**src/verilog/ifm_pkg.sv**
```systemverilog
// Package for the interrupt flag and mask block: offsets, fields, vectors.
// Assumes a 32-bit APB bus; byte address is four times the register index.
package ifm_pkg;
    // Register indices, one aligned word each
    localparam logic [5:0] IFM_IDX_TFLAGS  = 6'h38;
    localparam logic [5:0] IFM_IDX_TENABLE = 6'h39;
    localparam logic [5:0] IFM_IDX_XENABLE = 6'h3a;
    localparam logic [5:0] IFM_IDX_XFLAGS  = 6'h3b;
    localparam logic [5:0] IFM_IDX_SENSE   = 6'h3c;
    localparam logic [5:0] IFM_IDX_CTRL    = 6'h3d;
    localparam logic [5:0] IFM_IDX_STATUS  = 6'h3e;
    // Register byte addresses on the bus
    localparam logic [7:0] IFM_OFS_TFLAGS  = {IFM_IDX_TFLAGS, 2'h0};
    localparam logic [7:0] IFM_OFS_TENABLE = {IFM_IDX_TENABLE, 2'h0};
    localparam logic [7:0] IFM_OFS_XENABLE = {IFM_IDX_XENABLE, 2'h0};
    localparam logic [7:0] IFM_OFS_XFLAGS  = {IFM_IDX_XFLAGS, 2'h0};
    localparam logic [7:0] IFM_OFS_SENSE   = {IFM_IDX_SENSE, 2'h0};
    localparam logic [7:0] IFM_OFS_CTRL    = {IFM_IDX_CTRL, 2'h0};
    localparam logic [7:0] IFM_OFS_STATUS  = {IFM_IDX_STATUS, 2'h0};
    // Writable and readable bit masks
    localparam logic [7:0] IFM_TMASK       = 8'hea;
    localparam logic [7:0] IFM_XMASK       = 8'hc0;
    localparam logic [7:0] IFM_RESET8      = 8'h00;
    // Field positions
    localparam int IFM_B_WOVF = 7;
    localparam int IFM_B_CMPA = 6;
    localparam int IFM_B_CMPB = 5;
    localparam int IFM_B_CAPT = 3;
    localparam int IFM_B_NOVF = 1;
    localparam int IFM_B_EXT1 = 7;
    localparam int IFM_B_EXT0 = 6;
    // Sense codes
    localparam logic [1:0] IFM_SENSE_LOW  = 2'h0;
    localparam logic [1:0] IFM_SENSE_FALL = 2'h2;
    localparam logic [1:0] IFM_SENSE_RISE = 2'h3;
    // Vector addresses, lower wins
    localparam logic [3:0] IFM_VEC_NONE = 4'h0;
    localparam logic [3:0] IFM_VEC_EXT0 = 4'h1;
    localparam logic [3:0] IFM_VEC_EXT1 = 4'h2;
    localparam logic [3:0] IFM_VEC_CAPT = 4'h3;
    localparam logic [3:0] IFM_VEC_CMPA = 4'h4;
    localparam logic [3:0] IFM_VEC_CMPB = 4'h5;
    localparam logic [3:0] IFM_VEC_WOVF = 4'h6;
    localparam logic [3:0] IFM_VEC_NOVF = 4'h7;
endpackage
```
**src/verilog/ifm_core.sv**
```systemverilog
// Interrupt flag, enable and arbitration logic with an APB register port.
// Assumes the CPU core pulses vector_taken and handler_return on pclk and
// that timer event pulses come from logic on the same clock.
//
// The APB slave port was chosen for this implementation.
`timescale 1ns/1ps
`default_nettype none
module ifm_core
    import ifm_pkg::*;
(
    input  wire logic        pclk,
    input  wire logic        presetn,
    input  wire logic        clk_en,
    input  wire logic        psel,
    input  wire logic        penable,
    input  wire logic        pwrite,
    input  wire logic [7:0]  paddr,
    input  wire logic [31:0] pwdata,
    output logic             pready,
    output logic [31:0]      prdata,
    output logic             pslverr,
    input  wire logic        ext_request_one,
    input  wire logic        ext_request_zero,
    input  wire logic        wide_overflow_evt,
    input  wire logic        wide_pwm_turn_evt,
    input  wire logic        compare_a_evt,
    input  wire logic        compare_b_evt,
    input  wire logic        capture_evt,
    input  wire logic        narrow_overflow_evt,
    input  wire logic        vector_taken,
    input  wire logic        handler_return,
    output logic             irq_request,
    output logic [3:0]       irq_vector
);
    // Register state
    logic [7:0] tflags_q;
    logic [7:0] tenable_q;
    logic [7:0] xenable_q;
    logic [7:0] xflags_q;
    logic [3:0] sense_q;
    logic       gie_q;
    logic [1:0] pin1_sync_q;
    logic [1:0] pin0_sync_q;
    logic       pin1_prev_q;
    logic       pin0_prev_q;
    logic       pready_q;
    logic [31:0] prdata_q;
    logic       pslverr_q;
    logic       irq_q;
    logic [3:0] vec_q;

    // Decoded strobes and next values
    logic       wr_acc;
    logic       rd_acc;
    logic       hit;
    logic       take;
    logic [7:0] wbyte;
    logic [1:0] sense1;
    logic [1:0] sense0;
    logic       edge1;
    logic       edge0;
    logic       lvl1;
    logic       lvl0;
    logic [7:0] tset;
    logic [7:0] tclr;
    logic [7:0] xset;
    logic [7:0] xclr;
    logic [3:0] win_d;
    logic [31:0] rdata_d;

    // APB access phase; one wait state so the answer comes from a flop
    assign wr_acc = psel && penable && pwrite && pready_q;
    assign rd_acc = psel && penable && !pwrite;
    assign wbyte  = pwdata[7:0];
    assign take   = clk_en && vector_taken && irq_q;
    assign sense1 = sense_q[3:2];
    assign sense0 = sense_q[1:0];

    // Pin synchronisers; second stage is the first one logic reads
    always_ff @(posedge pclk or negedge presetn) begin
        if (!presetn) begin
            pin1_sync_q <= 2'h3;
            pin0_sync_q <= 2'h3;
            pin1_prev_q <= 1'b1;
            pin0_prev_q <= 1'b1;
        end else if (clk_en) begin
            pin1_sync_q <= {pin1_sync_q[0], ext_request_one};
            pin0_sync_q <= {pin0_sync_q[0], ext_request_zero};
            pin1_prev_q <= pin1_sync_q[1];
            pin0_prev_q <= pin0_sync_q[1];
        end
    end

    // Edge and level detection per sense selection
    always_comb begin
        edge1 = 1'b0;
        edge0 = 1'b0;
        unique case (sense1)
            IFM_SENSE_FALL: edge1 = pin1_prev_q && !pin1_sync_q[1];
            IFM_SENSE_RISE: edge1 = !pin1_prev_q && pin1_sync_q[1];
            default:        edge1 = 1'b0;
        endcase
        unique case (sense0)
            IFM_SENSE_FALL: edge0 = pin0_prev_q && !pin0_sync_q[1];
            IFM_SENSE_RISE: edge0 = !pin0_prev_q && pin0_sync_q[1];
            default:        edge0 = 1'b0;
        endcase
    end
    assign lvl1 = (sense1 == IFM_SENSE_LOW) && !pin1_sync_q[1];
    assign lvl0 = (sense0 == IFM_SENSE_LOW) && !pin0_sync_q[1];

    // Priority winner among enabled pending sources
    always_comb begin
        win_d = IFM_VEC_NONE;
        if (gie_q) begin
            if (xenable_q[IFM_B_EXT0] &&
                (xflags_q[IFM_B_EXT0] || lvl0))
                win_d = IFM_VEC_EXT0;
            else if (xenable_q[IFM_B_EXT1] &&
                     (xflags_q[IFM_B_EXT1] || lvl1))
                win_d = IFM_VEC_EXT1;
            else if (tenable_q[IFM_B_CAPT] && tflags_q[IFM_B_CAPT])
                win_d = IFM_VEC_CAPT;
            else if (tenable_q[IFM_B_CMPA] && tflags_q[IFM_B_CMPA])
                win_d = IFM_VEC_CMPA;
            else if (tenable_q[IFM_B_CMPB] && tflags_q[IFM_B_CMPB])
                win_d = IFM_VEC_CMPB;
            else if (tenable_q[IFM_B_WOVF] && tflags_q[IFM_B_WOVF])
                win_d = IFM_VEC_WOVF;
            else if (tenable_q[IFM_B_NOVF] && tflags_q[IFM_B_NOVF])
                win_d = IFM_VEC_NOVF;
        end
    end

    // Set and clear terms for flags; set wins over clear
    always_comb begin
        tset = IFM_RESET8;
        tset[IFM_B_WOVF] = wide_overflow_evt || wide_pwm_turn_evt;
        tset[IFM_B_CMPA] = compare_a_evt;
        tset[IFM_B_CMPB] = compare_b_evt;
        tset[IFM_B_CAPT] = capture_evt;
        tset[IFM_B_NOVF] = narrow_overflow_evt;
        tclr = IFM_RESET8;
        xclr = IFM_RESET8;
        if (wr_acc && paddr == IFM_OFS_TFLAGS)
            tclr = wbyte & IFM_TMASK;
        if (wr_acc && paddr == IFM_OFS_XFLAGS)
            xclr = wbyte & IFM_XMASK;
        if (take) begin
            unique case (vec_q)
                IFM_VEC_EXT0: xclr[IFM_B_EXT0] = 1'b1;
                IFM_VEC_EXT1: xclr[IFM_B_EXT1] = 1'b1;
                IFM_VEC_CAPT: tclr[IFM_B_CAPT] = 1'b1;
                IFM_VEC_CMPA: tclr[IFM_B_CMPA] = 1'b1;
                IFM_VEC_CMPB: tclr[IFM_B_CMPB] = 1'b1;
                IFM_VEC_WOVF: tclr[IFM_B_WOVF] = 1'b1;
                IFM_VEC_NOVF: tclr[IFM_B_NOVF] = 1'b1;
                default:      tclr = tclr;
            endcase
        end
        xset = IFM_RESET8;
        xset[IFM_B_EXT1] = edge1;
        xset[IFM_B_EXT0] = edge0;
    end

    // Timer flags: event pulses set, regardless of enables
    always_ff @(posedge pclk or negedge presetn) begin
        if (!presetn)
            tflags_q <= IFM_RESET8;
        else if (clk_en)
            tflags_q <= ((tflags_q & ~tclr) | tset) & IFM_TMASK;
    end

    // External flags; forced clear under level sensing
    always_ff @(posedge pclk or negedge presetn) begin
        if (!presetn) begin
            xflags_q <= IFM_RESET8;
        end else if (clk_en) begin
            xflags_q <= ((xflags_q & ~xclr) | xset) & IFM_XMASK;
            if (sense1 == IFM_SENSE_LOW)
                xflags_q[IFM_B_EXT1] <= 1'b0;
            if (sense0 == IFM_SENSE_LOW)
                xflags_q[IFM_B_EXT0] <= 1'b0;
        end
    end

    // Writable enable and sense registers
    always_ff @(posedge pclk or negedge presetn) begin
        if (!presetn) begin
            tenable_q <= IFM_RESET8;
            xenable_q <= IFM_RESET8;
            sense_q   <= 4'h0;
        end else if (clk_en && wr_acc) begin
            if (paddr == IFM_OFS_TENABLE)
                tenable_q <= wbyte & IFM_TMASK;
            if (paddr == IFM_OFS_XENABLE)
                xenable_q <= wbyte & IFM_XMASK;
            if (paddr == IFM_OFS_SENSE)
                sense_q <= wbyte[3:0];
        end
    end

    // Global enable: vectoring clears, return or software sets
    always_ff @(posedge pclk or negedge presetn) begin
        if (!presetn)
            gie_q <= 1'b0;
        else if (clk_en) begin
            if (take)
                gie_q <= 1'b0;
            else if (handler_return)
                gie_q <= 1'b1;
            else if (wr_acc && paddr == IFM_OFS_CTRL)
                gie_q <= wbyte[0];
        end
    end

    // Registered request to the core; dropped in the taking cycle
    always_ff @(posedge pclk or negedge presetn) begin
        if (!presetn) begin
            irq_q <= 1'b0;
            vec_q <= IFM_VEC_NONE;
        end else if (clk_en) begin
            irq_q <= (win_d != IFM_VEC_NONE) && !take;
            vec_q <= take ? IFM_VEC_NONE : win_d;
        end
    end

    // Read mux
    assign hit = (paddr == IFM_OFS_TFLAGS) || (paddr == IFM_OFS_TENABLE) ||
                 (paddr == IFM_OFS_XENABLE) || (paddr == IFM_OFS_XFLAGS) ||
                 (paddr == IFM_OFS_SENSE) || (paddr == IFM_OFS_CTRL) ||
                 (paddr == IFM_OFS_STATUS);
    always_comb begin
        rdata_d = 32'h0;
        unique case (paddr)
            IFM_OFS_TFLAGS:  rdata_d[7:0] = tflags_q;
            IFM_OFS_TENABLE: rdata_d[7:0] = tenable_q;
            IFM_OFS_XENABLE: rdata_d[7:0] = xenable_q;
            IFM_OFS_XFLAGS:  rdata_d[7:0] = xflags_q;
            IFM_OFS_SENSE:   rdata_d[3:0] = sense_q;
            IFM_OFS_CTRL:    rdata_d[0]   = gie_q;
            IFM_OFS_STATUS:  rdata_d[7:0] = {irq_q, vec_q, 1'b0,
                                             pin1_sync_q[1], pin0_sync_q[1]};
            default:         rdata_d = 32'h0;
        endcase
    end

    // APB answer: pready one cycle after the access phase starts
    always_ff @(posedge pclk or negedge presetn) begin
        if (!presetn) begin
            pready_q  <= 1'b0;
            prdata_q  <= 32'h0;
            pslverr_q <= 1'b0;
        end else if (clk_en) begin
            pready_q  <= psel && penable && !pready_q;
            pslverr_q <= psel && penable && !pready_q && !hit;
            if (rd_acc && !pready_q)
                prdata_q <= rdata_d;
        end
    end

    assign pready      = pready_q;
    assign prdata      = prdata_q;
    assign pslverr     = pslverr_q;
    assign irq_request = irq_q;
    assign irq_vector  = vec_q;
endmodule
`default_nettype wire

```
**config.mk**
```make
export PLATFORM = sky130hd
export DESIGN_NAME = ifm_core
export DESIGN_NICKNAME = d
export VERILOG_FILES = /design/src/verilog/ifm_pkg.sv /design/src/verilog/ifm_core.sv
export SDC_FILE = /design/constraint.sdc
export NUM_CORES = 1
export LEC_CHECK = 0
export BUFFER_PORTS_ARGS = -buffer_cell sky130_fd_sc_hd__buf_2
export CORE_UTILIZATION = 35
export DETAILED_ROUTE_END_ITERATION = 12
export SLEW_MARGIN = 25
export SYNTH_ARGS = -nofsm -noshare
export SYNTH_HDL_FRONTEND = slang
export SYNTH_SLANG_ARGS = --single-unit
```
**constraint.sdc**
```tcl
create_clock -name pclk -period 1.4 [get_ports pclk]
set_input_delay 0.28 -clock pclk [delete_from_list [all_inputs] [get_ports pclk]]
set_output_delay 0.28 -clock pclk [all_outputs]
set_load 0.03 [all_outputs]
```
==> summary.txt <==
Status
  – Result of the run: complete, but fails checks
  – Failing checks: DRC, setup timing

Clock network
  – Clock-pin slew on the worst setup and hold paths: 0.08 ns
  – CTS tree: yes
  – CTS HTree Levels: 2
  – Num CTS Buffers: 5
  – Clk Latency, worst-skew pair: 0.29 ns
  – Clock Path Buffers: 2
  – Sink Count: 39
  – Root Buffer: clkbuf_8

Placement
  – Dpl hpwl: 4850 µm
  – GPL Wtd Cong: 0.916
  – Placement-stage cell area: 2860 µm²
  – Post-Place Worst Slack: -0.242 ns
  – PortBufs: 44

Setup path
  – Kind of critical path: reg2reg
  – Reg2reg end: xenable_q[7]
  – R2R cell count: 6
  – CP endpoint kind: flip-flop
  – CP Data Required Time: 1.58 ns
  – Startpoint types: flip-flop
  – R2R Path Start: pready
  – Internal reg-to-reg setup slack: -0.02 ns
  – Worst path arrival time: 1.60 ns
  – Critical path fanouts, max: 5

Finish
  – Multi-input gate area: 1260 µm²
  – Layout cells sized above 1: 0.402
  – N_diodes: 0
  – Fin area: 3070 µm²
  – Area Overhead vs Synth: 29.4%
  – Fin util: 0.475
  – Sequential Area: 985 µm²
  – Nets: 384
  – Filler cells: 619

Detailed routing
  – Via density: 5.19
  – Initial DRT Pass Iterations: 8
  – Vias: 2101
  – DRC: 24
  – Iter 0 DRT Violations: 150
  – Routed Antenna Nets: 0
  – WL final: 6300 µm
  – Drt wl/cell: 15.5 µm

GRT
  – Met1 usage: 0.258
  – Congestion Overflow GR: 0
  – Global route hottest layer: met2
  – Gr usage total: 0.182
  – Initial antenna violation count: 0
  – Vias in the first global route: 1974
  – Largest net degree at the start of global routing: 26
  – GR Layer Usage met3: 0.0374
  – First-pass GRT wire length: 10100 µm
  – Met2 Use GR: 0.285

Pwr
  – Max IR drop VDD: 618 µV
  – NetSw: 0.690 mW
  – Internal: 1.74 mW
  – Total power: 2.43 mW
  – Sw frac: 0.284
  – Clock power share: 0.318
  – Power Density: 793 nW/µm²
  – Reg power frac: 0.495
  – Comb pwr share: 0.187
  – Leakage: 1.46 nW

Min path
  – Hold Path Class: in2reg
  – HP Start: capture_evt
  – Hold Path Depth: 3
  – Hold Path End: tflags_q[3]

Floorplanning
  – Die ar.: 7100 µm²
  – Die height: 84.3 µm
  – Initial Utilization: 0.367
  – I/O Pins: 95
  – Num rows: 29
  – Die X: 84.3 µm
  – Area of the core: 6460 µm²

Logic synthesis
  – Mean Syn Cell Area: 9.71 µm²
  – Netlist cell types: 49
  – Area leader, netlist: dfrtp_1
  – Number of synthesized register bits: 39
  – Cell Area, Synth: 2370 µm²
  – Post-synth EDFFs: 0
  – Share of the synthesized area in the top cell type: 0.348
  – Commonest register cell after synthesis: dfrtp_1
  – Cells after Synth: 244
  – Synth area leaders: dfrtp_1 35%, buf_4 8.2%, dfstp_2 6.7%, nand2_1 5.1%, mux2_2 3.8%
  – Sequential cell area fraction in the yosys report: 0.415
  – Synthesis Warnings: 0
  – Fraction of registers with async set/reset: 1.00

STA
  – Layout Skew: 0.00453 ns
  – Final setup fails: 5
  – Final Hold Fails: 0
  – Fin worst setup slack: -0.0234 ns
  – Crit path time final: 1.42 ns
  – Period utilisation layout: 1.02
  – RSZ-0062 raised after global routing: true
  – Fin. max-slew vios: 0
  – Fmax: 703 MHz

Job
  – Max-cap violations: 0
## worst max path at each step
| stage | startpoint | endpoint | slack (ns) |
|---|---|---|---|
| CTS | pready | xenable_q[6] | -0.01 |
| floorplan | pready | xenable_q[6] | -0.12 |
| global placement | paddr[7] | xenable_q[7] | -0.24 |
| global route | pready | xenable_q[6] | -0.08 |
| finish | pready | xenable_q[7] | -0.02 |
| detailed placement | paddr[7] | xenable_q[6] | -0.24 |
## layout make-up
cell class | instances | share of cell area
clock inverters | 1 | 0.00163
clock buffers | 6 | 0.0269
multi-input cells | 189 | 0.413
well taps | 77 | 0.0314
flip-flops and latches | 39 | 0.321
inverters | 5 | 0.00612
repair buffers | 88 | 0.200
## layer usage
metal / vias up / share of wire
met1: 1002 / 0.46
met5: - / 0
met4: 0 / 0.017
met3: 9 / 0.059
met2: 93 / 0.47
li1: 997 / -
## registers in the layout, indices dropped and copies added, names as in the netlist
name         count
irq_request      1
prdata           8
gie_q            1
xenable_q        2
pin1_prev_q      1
irq_vector       3
tenable_q        5
tflags_q         5
pin1_sync_q      2
sense_q          4
pin0_sync_q      2
xflags_q         2
pready           1
pin0_prev_q      1
pslverr          1
## worst max-delay path, stage by stage, from the launching register on
cell and delay [ns]:
dfrtp_2 0.39, nand2_2 0.05, nor2_2 0.11, buf_6 0.15, nand4b_1 0.14, nor2_4 0.16
mux2_4 0.31
## power by group through the flow
stage | sequential (mW) | clock [mW] | combinational [mW]
after detailed placement | 1.22 | 0 | 0.430
final | 1.20 | 0.773 | 0.453
after floorplan | 1.24 | 0 | 0.273
after global placement | 1.22 | 0 | 0.425
after CTS | 1.20 | 0.791 | 0.443
after global routing | 1.21 | 0.860 | 0.489
## cell families after synthesis
group,after synthesis,synth area share
AO/OA/AOI/OAI,50,0.134
buffers and inverters,40,0.112
flip-flops,39,0.415
multiplexers,23,0.124
other,1,0.00158
AND/OR/NAND/NOR,91,0.213
## per-stage QoR
stage / hold slack, ns / setup TNS (ns) / instances
6_report: 0.190 / -0.0575 / 405
5_1_grt: 0.198 / -0.507 / 405
4_1_cts: 0.188 / -0.0250 / 404
3_5_place_dp: 0.235 / -3.64 / 394
3_3_place_gp: 0.219 / -3.51 / 394
2_1_floorplan: -0.0156 / -0.559 / 268
## synth_stat cells, types with 2 or more instances
master    instances
a21oi_1           5
a22o_1            5
a22oi_1           2
a32oi_1           3
a41oi_1           2
and3_1            5
and4_1            4
buf_2             2
buf_4            26
buf_6             2
clkbuf_1          5
dfrtp_1          33
dfstp_2           6
inv_1             5
mux2_1            7
mux2_2            8
mux2_4            4
mux2i_1           2
mux4_2            2
nand2_1          32
nand2b_1          3
nand3_1           8
nand4_1           5
nor2_1           13
nor2b_1           3
nor3_1            5
nor4_1            2
o21ai_0          11
o21ai_1          14
## cells in the final DEF (no fill, tap or decap), types with 4 or more instances in the layout
| master | n |
|---|---|
| nor2_1 | 11 |
| buf_4 | 38 |
| mux2_2 | 8 |
| conb_1 | 25 |
| o21ai_1 | 14 |
| a21oi_1 | 4 |
| o21ai_0 | 10 |
| dfrtp_1 | 32 |
| a22o_1 | 5 |
| inv_1 | 5 |
| nand3_1 | 8 |
| nand2_1 | 31 |
| dfstp_2 | 6 |
| and4_1 | 4 |
| nand4_1 | 5 |
| buf_2 | 43 |
| and3_1 | 5 |
| mux2_1 | 5 |
| mux2_4 | 6 |
| clkbuf_8 | 6 |
## what timing repair did
item                                    CTS  global route
pin swaps                                 6             8
hold buffers                              1             0
hold endpoints to repair                 11             0
resized for setup                         8            10
endpoints found under the setup margin   10            23
cloned                                    0             1
setup buffers                             2             0
(Power assumes the default switching activity.)
